--- src/illw_defs.vh ---
`ifndef ILLW_DEFS_VH
`define ILLW_DEFS_VH
// APB register byte offsets
`define ILLW_A_CTRL 8'h00
`define ILLW_A_STAT 8'h04
`define ILLW_A_W0 8'h08
`define ILLW_A_W1 8'h0c
`define ILLW_A_W2 8'h10
`define ILLW_A_W3 8'h14
// Control bits
`define ILLW_C_REDUN 0
`define ILLW_C_SELCAP 1
// Source class codes, one-hot
`define ILLW_CLS_DMA 5'h01
`define ILLW_CLS_CMD 5'h02
`define ILLW_CLS_TRG 5'h04
`define ILLW_CLS_DEC1 5'h08
`define ILLW_CLS_DEC2 5'h10
// Word 0 layout
`define ILLW_W0_CLS_LSB 27
`define ILLW_W0_PORT_LSB 24
// Trigger word 1 codes and bits
`define ILLW_TRG_UDP 3'h4
`define ILLW_TRG_CAP 3'h5
`define ILLW_W1_TYPE_LSB 29
`define ILLW_UPD_BIT 28
`define ILLW_W1_UBF_BIT 26
// Word 2 operation codes
`define ILLW_OP_SIM 3'h0
`define ILLW_OP_REPLAY 3'h1
`define ILLW_OP_GEN 3'h2
`define ILLW_OP_RXMN 3'h3
`define ILLW_W2_OP_LSB 29
`define ILLW_W2_PACKET_CONDITION_FLAG_BIT 27
`define ILLW_W2_FTI_BIT 19
`define ILLW_W2_TRANSMIT_INSTRUCTION_KIND_LSB 20
`define ILLW_W2_PHY_LSB 8
// Physical port codes
`define ILLW_PHY_A 8'h00
`define ILLW_PHY_B 8'h01
// Event kinds
`define ILLW_EV_RX 2'h0
`define ILLW_EV_TX 2'h1
`define ILLW_EV_TRG 2'h2
`define ILLW_EV_OTHER 2'h3
`endif

--- src/illw_writer.v ---
// Our own choices: the register offsets and the APB interface to the registers.
`timescale 1ns/1ns
`include "illw_defs.vh"
module illw_writer #(
	parameter TRANSMIT_INSTRUCTION_KIND_W = 6
) (
	// Clock and reset
	input wire pclk,
	input wire presetn,
	// APB slave
	input wire psel,
	input wire penable,
	input wire pwrite,
	input wire [7:0] paddr,
	input wire [31:0] pwdata,
	output reg [31:0] prdata,
	output wire pready,
	output wire pslverr,
	// Event request
	input wire ev_valid,
	output wire ev_ready,
	input wire [1:0] ev_kind,
	input wire [4:0] irq_category,
	input wire [1:0] irq_logical_port,
	input wire [23:0] ev_info,
	input wire ev_phy_b,
	input wire [2:0] ev_op,
	input wire [31:0] ev_vlink,
	input wire ev_trg_capture,
	input wire [31:0] ev_admin_ptr,
	input wire [7:0] ev_tcb_index,
	input wire [TRANSMIT_INSTRUCTION_KIND_W-1:0] transmit_instruction_kind,
	// Event causes
	input wire sim_pkt_irq,
	input wire gen_cond_hit,
	input wire rx_cond_hit,
	input wire frame_left_port,
	input wire trig_valid,
	input wire buf_full_ev,
	input wire buf_half_ev,
	input wire mon_start_ev,
	input wire mon_stop_ev,
	input wire dec_halted,
	input wire udp_msg_written,
	// Log entry out
	output reg [31:0] entry_w0,
	output reg [31:0] entry_w1,
	output reg [31:0] entry_w2,
	output reg [31:0] entry_w3,
	output reg entry_irq
);
	reg [1:0] ctrl_r;
	reg [31:0] w0_nxt, w1_nxt, w2_nxt;
	reg busy_r;
	reg [15:0] count_r;
	wire packet_condition_flag, monitor_trigger_flag, buffer_full_flag;
	wire monitor_start_flag, monitor_stop_flag, receiver_overflow_flag;
	wire frame_sent_flag, update_flag, udp_buffer_event_flag;
	wire [7:0] phy_port;
	wire wr_en, rd_en;

	assign pready = 1'b1;
	assign pslverr = 1'b0;
	assign wr_en = psel & penable & pwrite;
	assign rd_en = psel & ~penable & ~pwrite;
	// One entry at a time; host must pick it up via the pulse
	assign ev_ready = ~busy_r;

	assign packet_condition_flag = sim_pkt_irq | gen_cond_hit | rx_cond_hit;
	assign frame_sent_flag = frame_left_port;
	assign monitor_trigger_flag = trig_valid;
	// Half-full is dropped in selective capture mode only, kept in standard mode
	assign buffer_full_flag = buf_full_ev | (buf_half_ev & ~ctrl_r[`ILLW_C_SELCAP]);
	assign monitor_start_flag = mon_start_ev;
	assign monitor_stop_flag = mon_stop_ev;
	assign receiver_overflow_flag = dec_halted;
	assign update_flag = 1'b1;
	assign udp_buffer_event_flag = udp_msg_written;
	assign phy_port = (ctrl_r[`ILLW_C_REDUN] | ~ev_phy_b) ? `ILLW_PHY_A : `ILLW_PHY_B;

	always @* begin
		w0_nxt = 32'h0;
		w0_nxt[31:`ILLW_W0_CLS_LSB] = irq_category;
		w0_nxt[26:`ILLW_W0_PORT_LSB] = {1'b0, irq_logical_port} + 3'h1;
		w0_nxt[23:0] = ev_info;
		w1_nxt = 32'h0;
		w2_nxt = 32'h0;
		case (ev_kind)
		`ILLW_EV_RX: begin
			if ((irq_category == `ILLW_CLS_DEC1) || (irq_category == `ILLW_CLS_DEC2))
				w1_nxt = ev_vlink;
			w2_nxt[31:`ILLW_W2_OP_LSB] = `ILLW_OP_RXMN;
			w2_nxt[`ILLW_UPD_BIT] = update_flag;
			w2_nxt[27:22] = {packet_condition_flag, monitor_trigger_flag, buffer_full_flag,
				monitor_start_flag, monitor_stop_flag, receiver_overflow_flag};
			w2_nxt[15:`ILLW_W2_PHY_LSB] = phy_port;
			w2_nxt[7:0] = ev_tcb_index;
		end
		`ILLW_EV_TX: begin
			// Op code caller-chosen among sim/replay/generic/rx monitor; codes above rx monitor become generic
			w2_nxt[31:`ILLW_W2_OP_LSB] = (ev_op > `ILLW_OP_RXMN) ? `ILLW_OP_GEN : ev_op;
			w2_nxt[`ILLW_UPD_BIT] = update_flag;
			w2_nxt[`ILLW_W2_PACKET_CONDITION_FLAG_BIT] = packet_condition_flag;
			w2_nxt[`ILLW_W2_TRANSMIT_INSTRUCTION_KIND_LSB +: TRANSMIT_INSTRUCTION_KIND_W] = transmit_instruction_kind;
			w2_nxt[`ILLW_W2_FTI_BIT] = frame_sent_flag;
			w2_nxt[15:`ILLW_W2_PHY_LSB] = phy_port;
		end
		`ILLW_EV_TRG: begin
			w1_nxt[31:`ILLW_W1_TYPE_LSB] = ev_trg_capture ? `ILLW_TRG_CAP : `ILLW_TRG_UDP;
			w1_nxt[`ILLW_UPD_BIT] = update_flag;
			w1_nxt[`ILLW_W1_UBF_BIT] = udp_buffer_event_flag;
			if (ev_trg_capture)
				w2_nxt = ev_admin_ptr;
		end
		default: begin
		end
		endcase
	end

	// Words land first, pulse follows one edge later
	always @(posedge pclk or negedge presetn) begin
		if (!presetn) begin
			busy_r <= 1'b0;
			entry_irq <= 1'b0;
			entry_w0 <= 32'h0;
			entry_w1 <= 32'h0;
			entry_w2 <= 32'h0;
			entry_w3 <= 32'h0;
			count_r <= 16'h0;
		end else begin
			entry_irq <= busy_r;
			busy_r <= 1'b0;
			if (ev_valid & ~busy_r) begin
				entry_w0 <= w0_nxt;
				entry_w1 <= w1_nxt;
				entry_w2 <= w2_nxt;
				entry_w3 <= 32'h0;
				busy_r <= 1'b1;
				count_r <= count_r + 16'h1;
			end
		end
	end

	always @(posedge pclk or negedge presetn) begin
		if (!presetn) begin
			ctrl_r <= 2'h0;
			prdata <= 32'h0;
		end else begin
			if (wr_en && paddr == `ILLW_A_CTRL)
				ctrl_r <= pwdata[1:0];
			if (rd_en) begin
				case (paddr)
				`ILLW_A_CTRL: prdata <= {30'h0, ctrl_r};
				`ILLW_A_STAT: prdata <= {15'h0, busy_r, count_r};
				`ILLW_A_W0: prdata <= entry_w0;
				`ILLW_A_W1: prdata <= entry_w1;
				`ILLW_A_W2: prdata <= entry_w2;
				`ILLW_A_W3: prdata <= entry_w3;
				default: prdata <= 32'h0;
				endcase
			end
		end
	end
endmodule // illw_writer
--- config.mk ---
export PLATFORM = sky130hd
export DESIGN_NAME = illw_writer
export DESIGN_NICKNAME = d
export VERILOG_FILES = /design/src/illw_writer.v
export VERILOG_INCLUDE_DIRS = /design/src /design/src/src
export SDC_FILE = /design/constraint.sdc
export NUM_CORES = 1
export LEC_CHECK = 0
export BUFFER_PORTS_ARGS = -buffer_cell sky130_fd_sc_hd__buf_2
export CORE_MARGIN = 8
export CORE_UTILIZATION = 40
export DETAILED_ROUTE_END_ITERATION = 8
export GPL_ROUTABILITY_DRIVEN = 1
export PLACE_DENSITY = 0.76
export SYNTH_ARGS = -nofsm -noshare
export SYNTH_HDL_FRONTEND = slang
export SYNTH_SLANG_ARGS = --single-unit
export TNS_END_PERCENT = 20
--- constraint.sdc ---
create_clock -name pclk -period 2.7 [get_ports pclk]
set_input_delay 0.27 -clock pclk [delete_from_list [all_inputs] [get_ports pclk]]
set_output_delay 0.27 -clock pclk [all_outputs]
set_load 0.02 [all_outputs]
==> results of run 1 <==
-- power breakdown --
| part | switching [mW] | internal, mW | total, mW |
|---|---|---|---|
| Clock | 0.912 | 1.36 | 2.27 |
| Combinational | 0.605 | 0.343 | 0.948 |
| Sequential | 0.165 | 2.38 | 2.55 |
| Total | 1.68 | 4.08 | 5.77 |
-- metal layers --
metal | vias up | track usage [%] | part of all wire, %
met5 | - | 0 | 0.053
met2 | 279 | 35.0 | 47
met3 | 42 | 5.10 | 7.6
met1 | 3134 | 27.4 | 43
li1 | 3015 | - | -
met4 | 2 | 7.72 | 2.4
-- cell families (layout without fill, tap and decap cells) --
kind of cell    Yosys count  after routing  share of synthesized area (%)
fa+ha+maj                 7              7                           1.24
compound gates          137            137                           13.1
mux                      38             38                           5.51
buf+inv                  91            332                           6.89
xor+xnor                 16             16                           1.98
other cells               2             35                          0.106
simple gates            310            310                           18.7
flops                   148            148                           52.4
-- cells in the mapped netlist, types with 2 or more instances --
cell type / count
conb_1: 2
a22oi_1: 30
nand4_1: 4
and2_1: 2
nand2b_1: 4
clkbuf_1: 39
a2bb2oi_1: 14
inv_1: 7
xnor2_1: 11
xor2_1: 5
mux2i_1: 31
a21o_1: 2
o22ai_1: 2
nor3_1: 3
and3_1: 3
nand2_1: 219
buf_2: 8
nor4_1: 2
mux2_2: 7
a21oi_1: 15
nand4bb_1: 2
o21ai_0: 33
o21ai_1: 13
nor2_1: 21
nand3_1: 38
a221oi_1: 2
nor2b_1: 3
or3b_1: 2
buf_1: 2
a22o_1: 5
buf_4: 34
a222oi_1: 4
ha_1: 7
dfrtp_1: 148
o22a_1: 15
-- timing repair --
| item | CTS | global route |
|---|---|---|
| hold buffers | 1 | 0 |
| hold endpoints to repair | 47 | 0 |
| setup endpoints to repair | 0 | 0 |
-- state kept, by name, summed over array words and instances (netlist names) --
register / flops
entry_w1: 32
entry_irq: 1
busy_r: 1
entry_w0: 32
entry_w2: 32
prdata: 32
ctrl_r: 2
count_r: 16
-- final cells by class --
class / count / share of cell area, %
diodes: 1 / 0.0273
clock buffers: 23 / 5.31
clock inverters: 8 / 0.831
inverters: 7 / 0.300
multi-input cells: 542 / 33.0
flip-flops and latches: 148 / 40.3
well taps: 225 / 3.07
repair buffers: 294 / 17.1
-- worst max-delay path, stage by stage (launching register included) --
cell,delay [ps]
dfrtp_1,470
inv_1,120
nand2_4,90
clkinv_2,400
nand2b_1,460
a21oi_1,110
a21o_1,160
-- final timing paths --
kind,to,cells after the start,slack (ps),startpoint
max in group asynchronous,entry_w0[9],3,1540,presetn
setup / recovery,entry_w2[30],6,770,busy_r
setup reg to reg,entry_w2[30],6,770,busy_r
hold / removal,entry_w0[17],3,40,ev_info[17]
min in group asynchronous,entry_w1[23],2,370,presetn
hold reg to reg,prdata[6],2,470,prdata[6]
-- metrics by stage --
step                      util, %  hold slack (ps)
after floorplan                 -            -25.6
after global placement       49.8              247
after detailed placement     49.8              250
after CTS                    53.1             23.7
after global routing         53.1             32.9
final                        53.1             40.6
==> results.toml, run 1 <==
[final_layout]
syn_to_final_growth_pct = 29.9
multiInputGateArea_sq_mm = 0.00303
final_cell_mix = "buf_2 (271), nand2_1 (218), dfrtp_1 (148)"
final-instance-count-excl-fill = 1248
seq_area_sq_mm = 0.00370
fillers = 1624
drive_above_1_share_pct = 32.9
final_cell_area_sq_mm = 0.00918
finalNetCount = 1190
final_common_cell = "buf_2"

[worst_hold_path]
hp-class = "in2reg"

[global_route]
grt_first_pass_wirelength_um = 37000
overflow = 0
antenna_found_initial = 1
grt_pass1_vias = 6689
grt_max_degree = 96
track_usage_pct = 21.5

[clock_network]
cts_resized = 0
htreeDepth = 4
cts_setup_buffers = 0
clock_latency_ps = 410
cts.path.max_buffers = 2
cts_tree = "yes"
cts.sinks = 148
numCtsBuffers = 17
clkSlewWorstSetupHoldPaths_ps = 60
cts_root_buf = "clkbuf_16"

[timing]
setup_viol = 0
timing_hold_violations_final = 0
drv_slew = 0
period_minus_slack_ps = 1930
fin_crit_sh_pct = 71.3
clock-skew-final_ps = 5.11
fin_setup_tns_ps = 0
grt_setup_unrepaired = "false"
max_slew_margin_pct = 57.1
max_freq_ghz = 0.519
fin_ws_ps = 774
worstMarginPinSlew_ps = 641

[critical_path]
cp_data_required_time_ps = 3000
crit_fanout = 28
worstSetupEndpointType = "flop"
cp-start-kind = "flop"
critPathKind = "reg2reg"
worstPathArrival_ps = 2230

[status]
outcome = "complete, no violations"

[floorplanning]
initial_core_util_pct = 40.9
die_w_um = 149
dieArea_sq_mm = 0.0222
num_rows = 48
ios = 337
die_y_um = 149
core_area_sq_mm = 0.0173

[routing]
wl_um = 24300
drc = 0
route.vias.total = 6472
drt_iter0_drc = 440
drt_first_pass_iters = 6
detail-route-antenna-nets = 0
wl_per_cell_um = 19.5
post_drt_via_cell_ratio = 5.19

[placement]
preCtsSetupSlack_ps = 481
port_buffers = 272
placed_area_sq_mm = 0.00861
globalplace.congestion = 0.857
dp_hpwl_um = 17900
dpl.cell_count = 1215

[synthesis]
yosysTopAreaCellShare_pct = 52.4
yosysTopAreaCell = "dfrtp_1"
syn_inst = 749
ys_types = 45
synth_flop_cell = "dfrtp_1"
syn_area_sq_mm = 0.00707
synth_seq_area_share_pct = 52.4
synth.area.top_cells = "dfrtp_1 (52%), nand2_1 (12%), mux2i_1 (4.4%)"
yosys_register_bits = 148
yosysWarnings = 0
synth_edf_count = 0
synthArstFlopShare_pct = 100
synth.avg_cell_area_sq_um = 9.44

[pwr]
total_power_mw = 5.77
cellLeakagePower_nw = 4.94
ir_worst_vdd_mv = 0.423
p_per_area_mw_per_mm2 = 628

[run]
maxCapViolCount = 0
(Power assumes the default switching activity.)
==> run 2: changes to the inputs <==
Settings changed: ABC_AREA set to 1, PLACE_DENSITY 0.76 to 0.75.
Clock period 2.7 ns to 2 ns, I/O delays scaled along.
==> results.toml, run 2 <==
[critical_path]
cp_cell_sequence = "inv_2, nand2_4, inv_2, nand3_2, buf_12, o21ai_0"
crit_path_frequent_cell = "inv_2"
critPathKind = "reg2reg"
worstSetupEndpointType = "flop"
cp_data_required_time_ps = 2320
cpPeakStageDelay_ps = 400
crit_family = "buffers and inverters"
critical_path_depth = 6
path_buf_inv = 3
slowest_stage = "dfrtp_1"
r2r_cells = 6
crit_fanout = 24
worstPathArrival_ps = 1920
cp-start-kind = "flop"

[placement]
dp_hpwl_um = 19000
preCtsSetupSlack_ps = 386
port_buffers = 272
dpl.cell_count = 1403
globalplace.congestion = 0.819

[floorplanning]
core_area_sq_mm = 0.0186
die_y_um = 154
die_w_um = 154
ios = 337
num_rows = 50
initial_core_util_pct = 40.6
dieArea_sq_mm = 0.0236

[worst_hold_path]
hold_depth = 3
hp-class = "in2reg"

[final_layout]
drive_above_1_share_pct = 29.4
n_antenna_cell = 0
final-instance-count-excl-fill = 1470
syn_to_final_growth_pct = 31.4
finalNetCount = 1403
final_common_cell = "nand2_1"
final_cell_mix = "nand2_1 (322), buf_2 (271), dfrtp_1 (148)"

[timing]
fin_ws_ps = 401
timing_hold_violations_final = 0
fin_setup_tns_ps = 0
setup_viol = 0
worstMarginPinSlew_ps = 650
max_freq_ghz = 0.625
drv_slew = 0
clock-skew-final_ps = 8.99
max_slew_margin_pct = 56.7
period_minus_slack_ps = 1600
grt_setup_unrepaired = "false"
fin_crit_sh_pct = 80.0

[synthesis]
yosysWarnings = 0
synth.area.top_cells = "dfrtp_1 (49%), nand2_1 (16%), nand3_1 (8.9%)"
yosys_register_bits = 148
ys_types = 37
synthArstFlopShare_pct = 100
yosysMostFrequentCell = "nand2_1"
syn_area_sq_mm = 0.00756
synth.avg_cell_area_sq_um = 8.17
synth_flop_cell = "dfrtp_1"
synth_edf_count = 0
syn_inst = 926
yosysTopAreaCellShare_pct = 49.0
synth_common_cells = "nand2_1 (322), dfrtp_1 (148), nand3_1 (135)"
synth_seq_area_share_pct = 49.0
yosysTopAreaCell = "dfrtp_1"

[clock_network]
cts.path.max_buffers = 2
clkSlewWorstSetupHoldPaths_ps = 70
clock_latency_ps = 420
cts.sinks = 148
cts_root_buf = "clkbuf_16"
htreeDepth = 4
cts_tree = "yes"
cts_resized = 0
numCtsBuffers = 17
cts_setup_buffers = 0

[routing]
wl_per_cell_um = 17.5
detail-route-antenna-nets = 0
drt_iter0_drc = 459
drt_first_pass_iters = 5
drc = 0
wl_um = 25700
route.vias.total = 7312
post_drt_via_cell_ratio = 4.97

[global_route]
grt_max_degree = 78
overflow = 0
grt_pass1_vias = 7476
antenna_found_initial = 0
track_usage_pct = 21.5
grt_first_pass_wirelength_um = 40300

[pwr]
power_frac_comb_pct = 16.4
p_int_mw = 5.43
p_sw_mw = 2.44
cellLeakagePower_nw = 5.73
sw_frac_of_total_pct = 31.0
p_clk_share_pct = 39.7
p_per_area_mw_per_mm2 = 792
power_frac_seq_pct = 43.9
ir_worst_vdd_mv = 0.548

[status]
outcome = "complete, no violations"

[run]
maxCapViolCount = 0
run 2: cell count changes in the layout (fill, tap and decap cells not counted), moves of 14 or more:
cell           delta
a2bb2oi_1        -14
mux2i_1          -31
o22a_1           -15
a22o_1           +14
a22oi_1          -30
dlygate4sd3_1    +34
inv_1            +57
nand2_1         +104
nand3_1          +97
run 2: worst paths after layout:
check / start / to / slack, ps
worst max-delay path: busy_r / entry_w1[8] / 400
worst min-delay path: ev_vlink[24] / entry_w1[24] / 20
worst max register to register: busy_r / entry_w1[8] / 400
worst min register to register: busy_r / entry_irq / 430
max in group asynchronous: presetn / prdata[3] / 960
min in group asynchronous: presetn / entry_w2[25] / 370
run 2: cell type report:
cell class | instances | area (sq um)
Clock buffer | 17 | 425
Sequential cell | 148 | 3700
Timing Repair Buffer | 329 | 1950
Clock inverter | 15 | 146
Inverter | 69 | 259
Fill cell | 1724 | 8700
Multi-Input combinational cell | 658 | 3170
Tap cell | 234 | 293
run 2: logic make-up after synthesis:
group,share of synthesized area [%]
and+or+nand+nor,29.4
xor gates and xnor gates,1.51
DFF,49.0
adders and majority gates,1.16
other,0.0993
AOI/OAI and AO/OA,7.96
buffers and inverters,10.9
run 2: repair_timing:
action / in CTS / in global routing
endpoints found under the hold margin: 93 / 0
endpoints found under the setup margin: 0 / 0
hold buffers: 35 / 0
run 2: worst reg2reg max path, delay by kind of cell, from the launching register on:
kind            cells  cell delay, ps
buf+inv             3             510
compound gates      1             190
simple gates        2             410
flops               1             400
run 2: power groups by stage:
stage	Combinational (mW)	Sequential, mW	Clock, mW
final	1.29	3.46	3.12
after global routing	1.42	3.48	3.30
after CTS	1.30	3.45	3.17
after detailed placement	1.24	3.50	0
after global placement	1.22	3.50	0
after floorplan	0.551	3.65	0
run 2: routing by layer:
| metal | vias to the layer above | wire, um | part of all wire, % | global-route usage, % |
|---|---|---|---|---|
| met5 | - | 0 | 0 | 0 |
| met4 | 0 | 452 | 1.8 | 6.91 |
| met3 | 29 | 2160 | 8.4 | 6.67 |
| met2 | 341 | 12800 | 50 | 37.2 |
| met1 | 3430 | 10300 | 40 | 24.9 |
| li1 | 3512 | - | - | - |
run 2: stage by stage:
stage	power [mW]	area (sq um)	utilization, %	hold WS [ps]
floorplan	4.20	7680	-	-95.6
global placement	4.72	9020	48.4	237
detailed placement	4.74	9020	48.4	243
CTS	7.92	9940	53.3	2.53
global route	8.20	9940	53.3	14.4
finish	7.87	9940	53.3	20.2
==> run 3: changes to the inputs <==
Settings changed: PLACE_DENSITY 0.75 to 0.77.
Clock period 2 ns to 1.46 ns, I/O delays scaled along.
==> results.toml, run 3 (synthesized netlist as in run 2, its figures left out) <==
[critical_path]
rr_startpoint = "busy_r"
startpoint = "busy_r"
cpPeakStageDelay_ps = 400
r2r_cells = 7
crit_fanout = 10
critPathKind = "reg2reg"
reg2reg_slack_ps = 40
cp-start-kind = "flop"
cp_cell_sequence = "inv_2, nand2_8, nor2_4, buf_4, nand4_1, nor2_1, xor2_1"
worstPathArrival_ps = 1760
timing.rr.end = "count_r[15]"
cp_data_required_time_ps = 1800
timing.critical_path.to = "count_r[15]"
slowest_stage = "dfrtp_1"
worstSetupEndpointType = "flop"

[timing]
max_freq_ghz = 0.706
timing_hold_violations_final = 0
drv_slew = 0
fin_crit_sh_pct = 97.0
fin_setup_tns_ps = 0
setup_viol = 0
grt_setup_unrepaired = "true"
period_minus_slack_ps = 1420
clock-skew-final_ps = 9.19

[global_route]
grt_max_degree = 69
antenna_found_initial = 0
overflow = 0
grt_pass1_vias = 8057
track_usage_pct = 23.3
grt_first_pass_wirelength_um = 43600

[clock_network]
numCtsBuffers = 17
htreeDepth = 4
cts_root_buf = "clkbuf_16"
clock_latency_ps = 420
clkSlewWorstSetupHoldPaths_ps = 60
cts_tree = "yes"
cts.sinks = 148
cts.path.max_buffers = 2

[worst_hold_path]
hp-class = "in2reg"

[routing]
post_drt_via_cell_ratio = 5.03
route.vias.total = 7719
drt_first_pass_iters = 5
detail-route-antenna-nets = 0
wl_um = 27500
drc = 0
wl_per_cell_um = 17.9
drt_iter0_drc = 529

[floorplanning]
die_w_um = 154
die_y_um = 154
dieArea_sq_mm = 0.0236
initial_core_util_pct = 40.6
ios = 337
num_rows = 50
core_area_sq_mm = 0.0186

[final_layout]
utilization_pct = 57.3
multiInputGateArea_sq_mm = 0.00320
final_common_cell = "nand2_1"
drive_above_1_share_pct = 30.0
finalNetCount = 1469
fillers = 1622
n_antenna_cell = 0
final_cell_mix = "nand2_1 (321), buf_2 (271), dfrtp_1 (148)"
seq_area_sq_mm = 0.00370
syn_to_final_growth_pct = 41.2

[pwr]
p_per_area_mw_per_mm2 = 1050
ir_worst_vdd_mv = 0.774
cellLeakagePower_nw = 6.06
total_power_mw = 11.2

[placement]
dp_hpwl_um = 19700
globalplace.congestion = 0.870
port_buffers = 272

[status]
outcome = "complete, no violations"

[run]
maxCapViolCount = 0
## run 3: cell types whose count changed in the layout (fill, tap and decap cells not counted), sizes merged
cell and delta:
buf +24, clkinvlp -3, clkinv -1, dlygate4sd3 +42, bufinv +1, clkbuf +1
inv +2
## run 3: worst max-delay path: cells and delay by family, from the launching register on
kind / cells / cell delay, ps
XOR/XNOR: 1 / 150
AND/OR/NAND/NOR: 4 / 550
flip-flops: 1 / 400
buffers and inverters: 2 / 240
## run 3: power by group
part	leakage (nW)	total [mW]	internal [mW]	switching [mW]
clock	0.290	4.49	2.58	1.91
sequential	1.95	4.72	4.41	0.314
combinational	3.82	2.04	0.806	1.23
total	6.06	11.2	7.80	3.45
## run 3: final cells by class
class | count | share of cell area (%)
timing repair buffer | 395 | 24.5
tap | 234 | 2.74
sequential | 148 | 34.7
inverter | 69 | 2.45
multi-input combinational | 658 | 30.0
clock inverter | 14 | 1.58
clock buffer | 18 | 4.02
## run 3: metrics by stage
stage	hold WS, ps	worst slack (ps)	instance area (sq um)	instances
final	24.1	43.1	10700	1536
after global placement	92.7	77.4	9240	1423
after global routing	28.7	-49.0	10700	1536
after detailed placement	93.2	9.39	9240	1423
after floorplan	-150	168	7680	958
after CTS	2.29	-8.58	10600	1532
## run 3: per-layer routing
metal  wire length, um  up-vias  global-route usage, %
met2             13600      400                   40.0
met1             10900     3626                   27.5
li1                  -     3635                      -
met4               713        0                   8.54
met3              2280       58                   6.39
met5                 0        -                      0
## run 3: worst min path at each step
stage	from	end	slack (ps)	cells after the start
final	ev_admin_ptr[29]	entry_w2[29]	20	3
after global routing	ev_vlink[28]	entry_w1[28]	30	3
after CTS	ev_admin_ptr[29]	entry_w2[29]	2	3
after detailed placement	presetn	entry_w2[25]	90	1
after global placement	presetn	entry_w2[25]	90	1
after floorplan	presetn	busy_r	-150	0
## run 3: repair_timing
action | CTS | global route
endpoints found under the hold margin | 151 | 0
pin swaps | 0 | 3
setup buffers | 0 | 4
endpoints found under the setup margin | 2 | 58
resized for setup | 0 | 11
hold buffers | 77 | 0
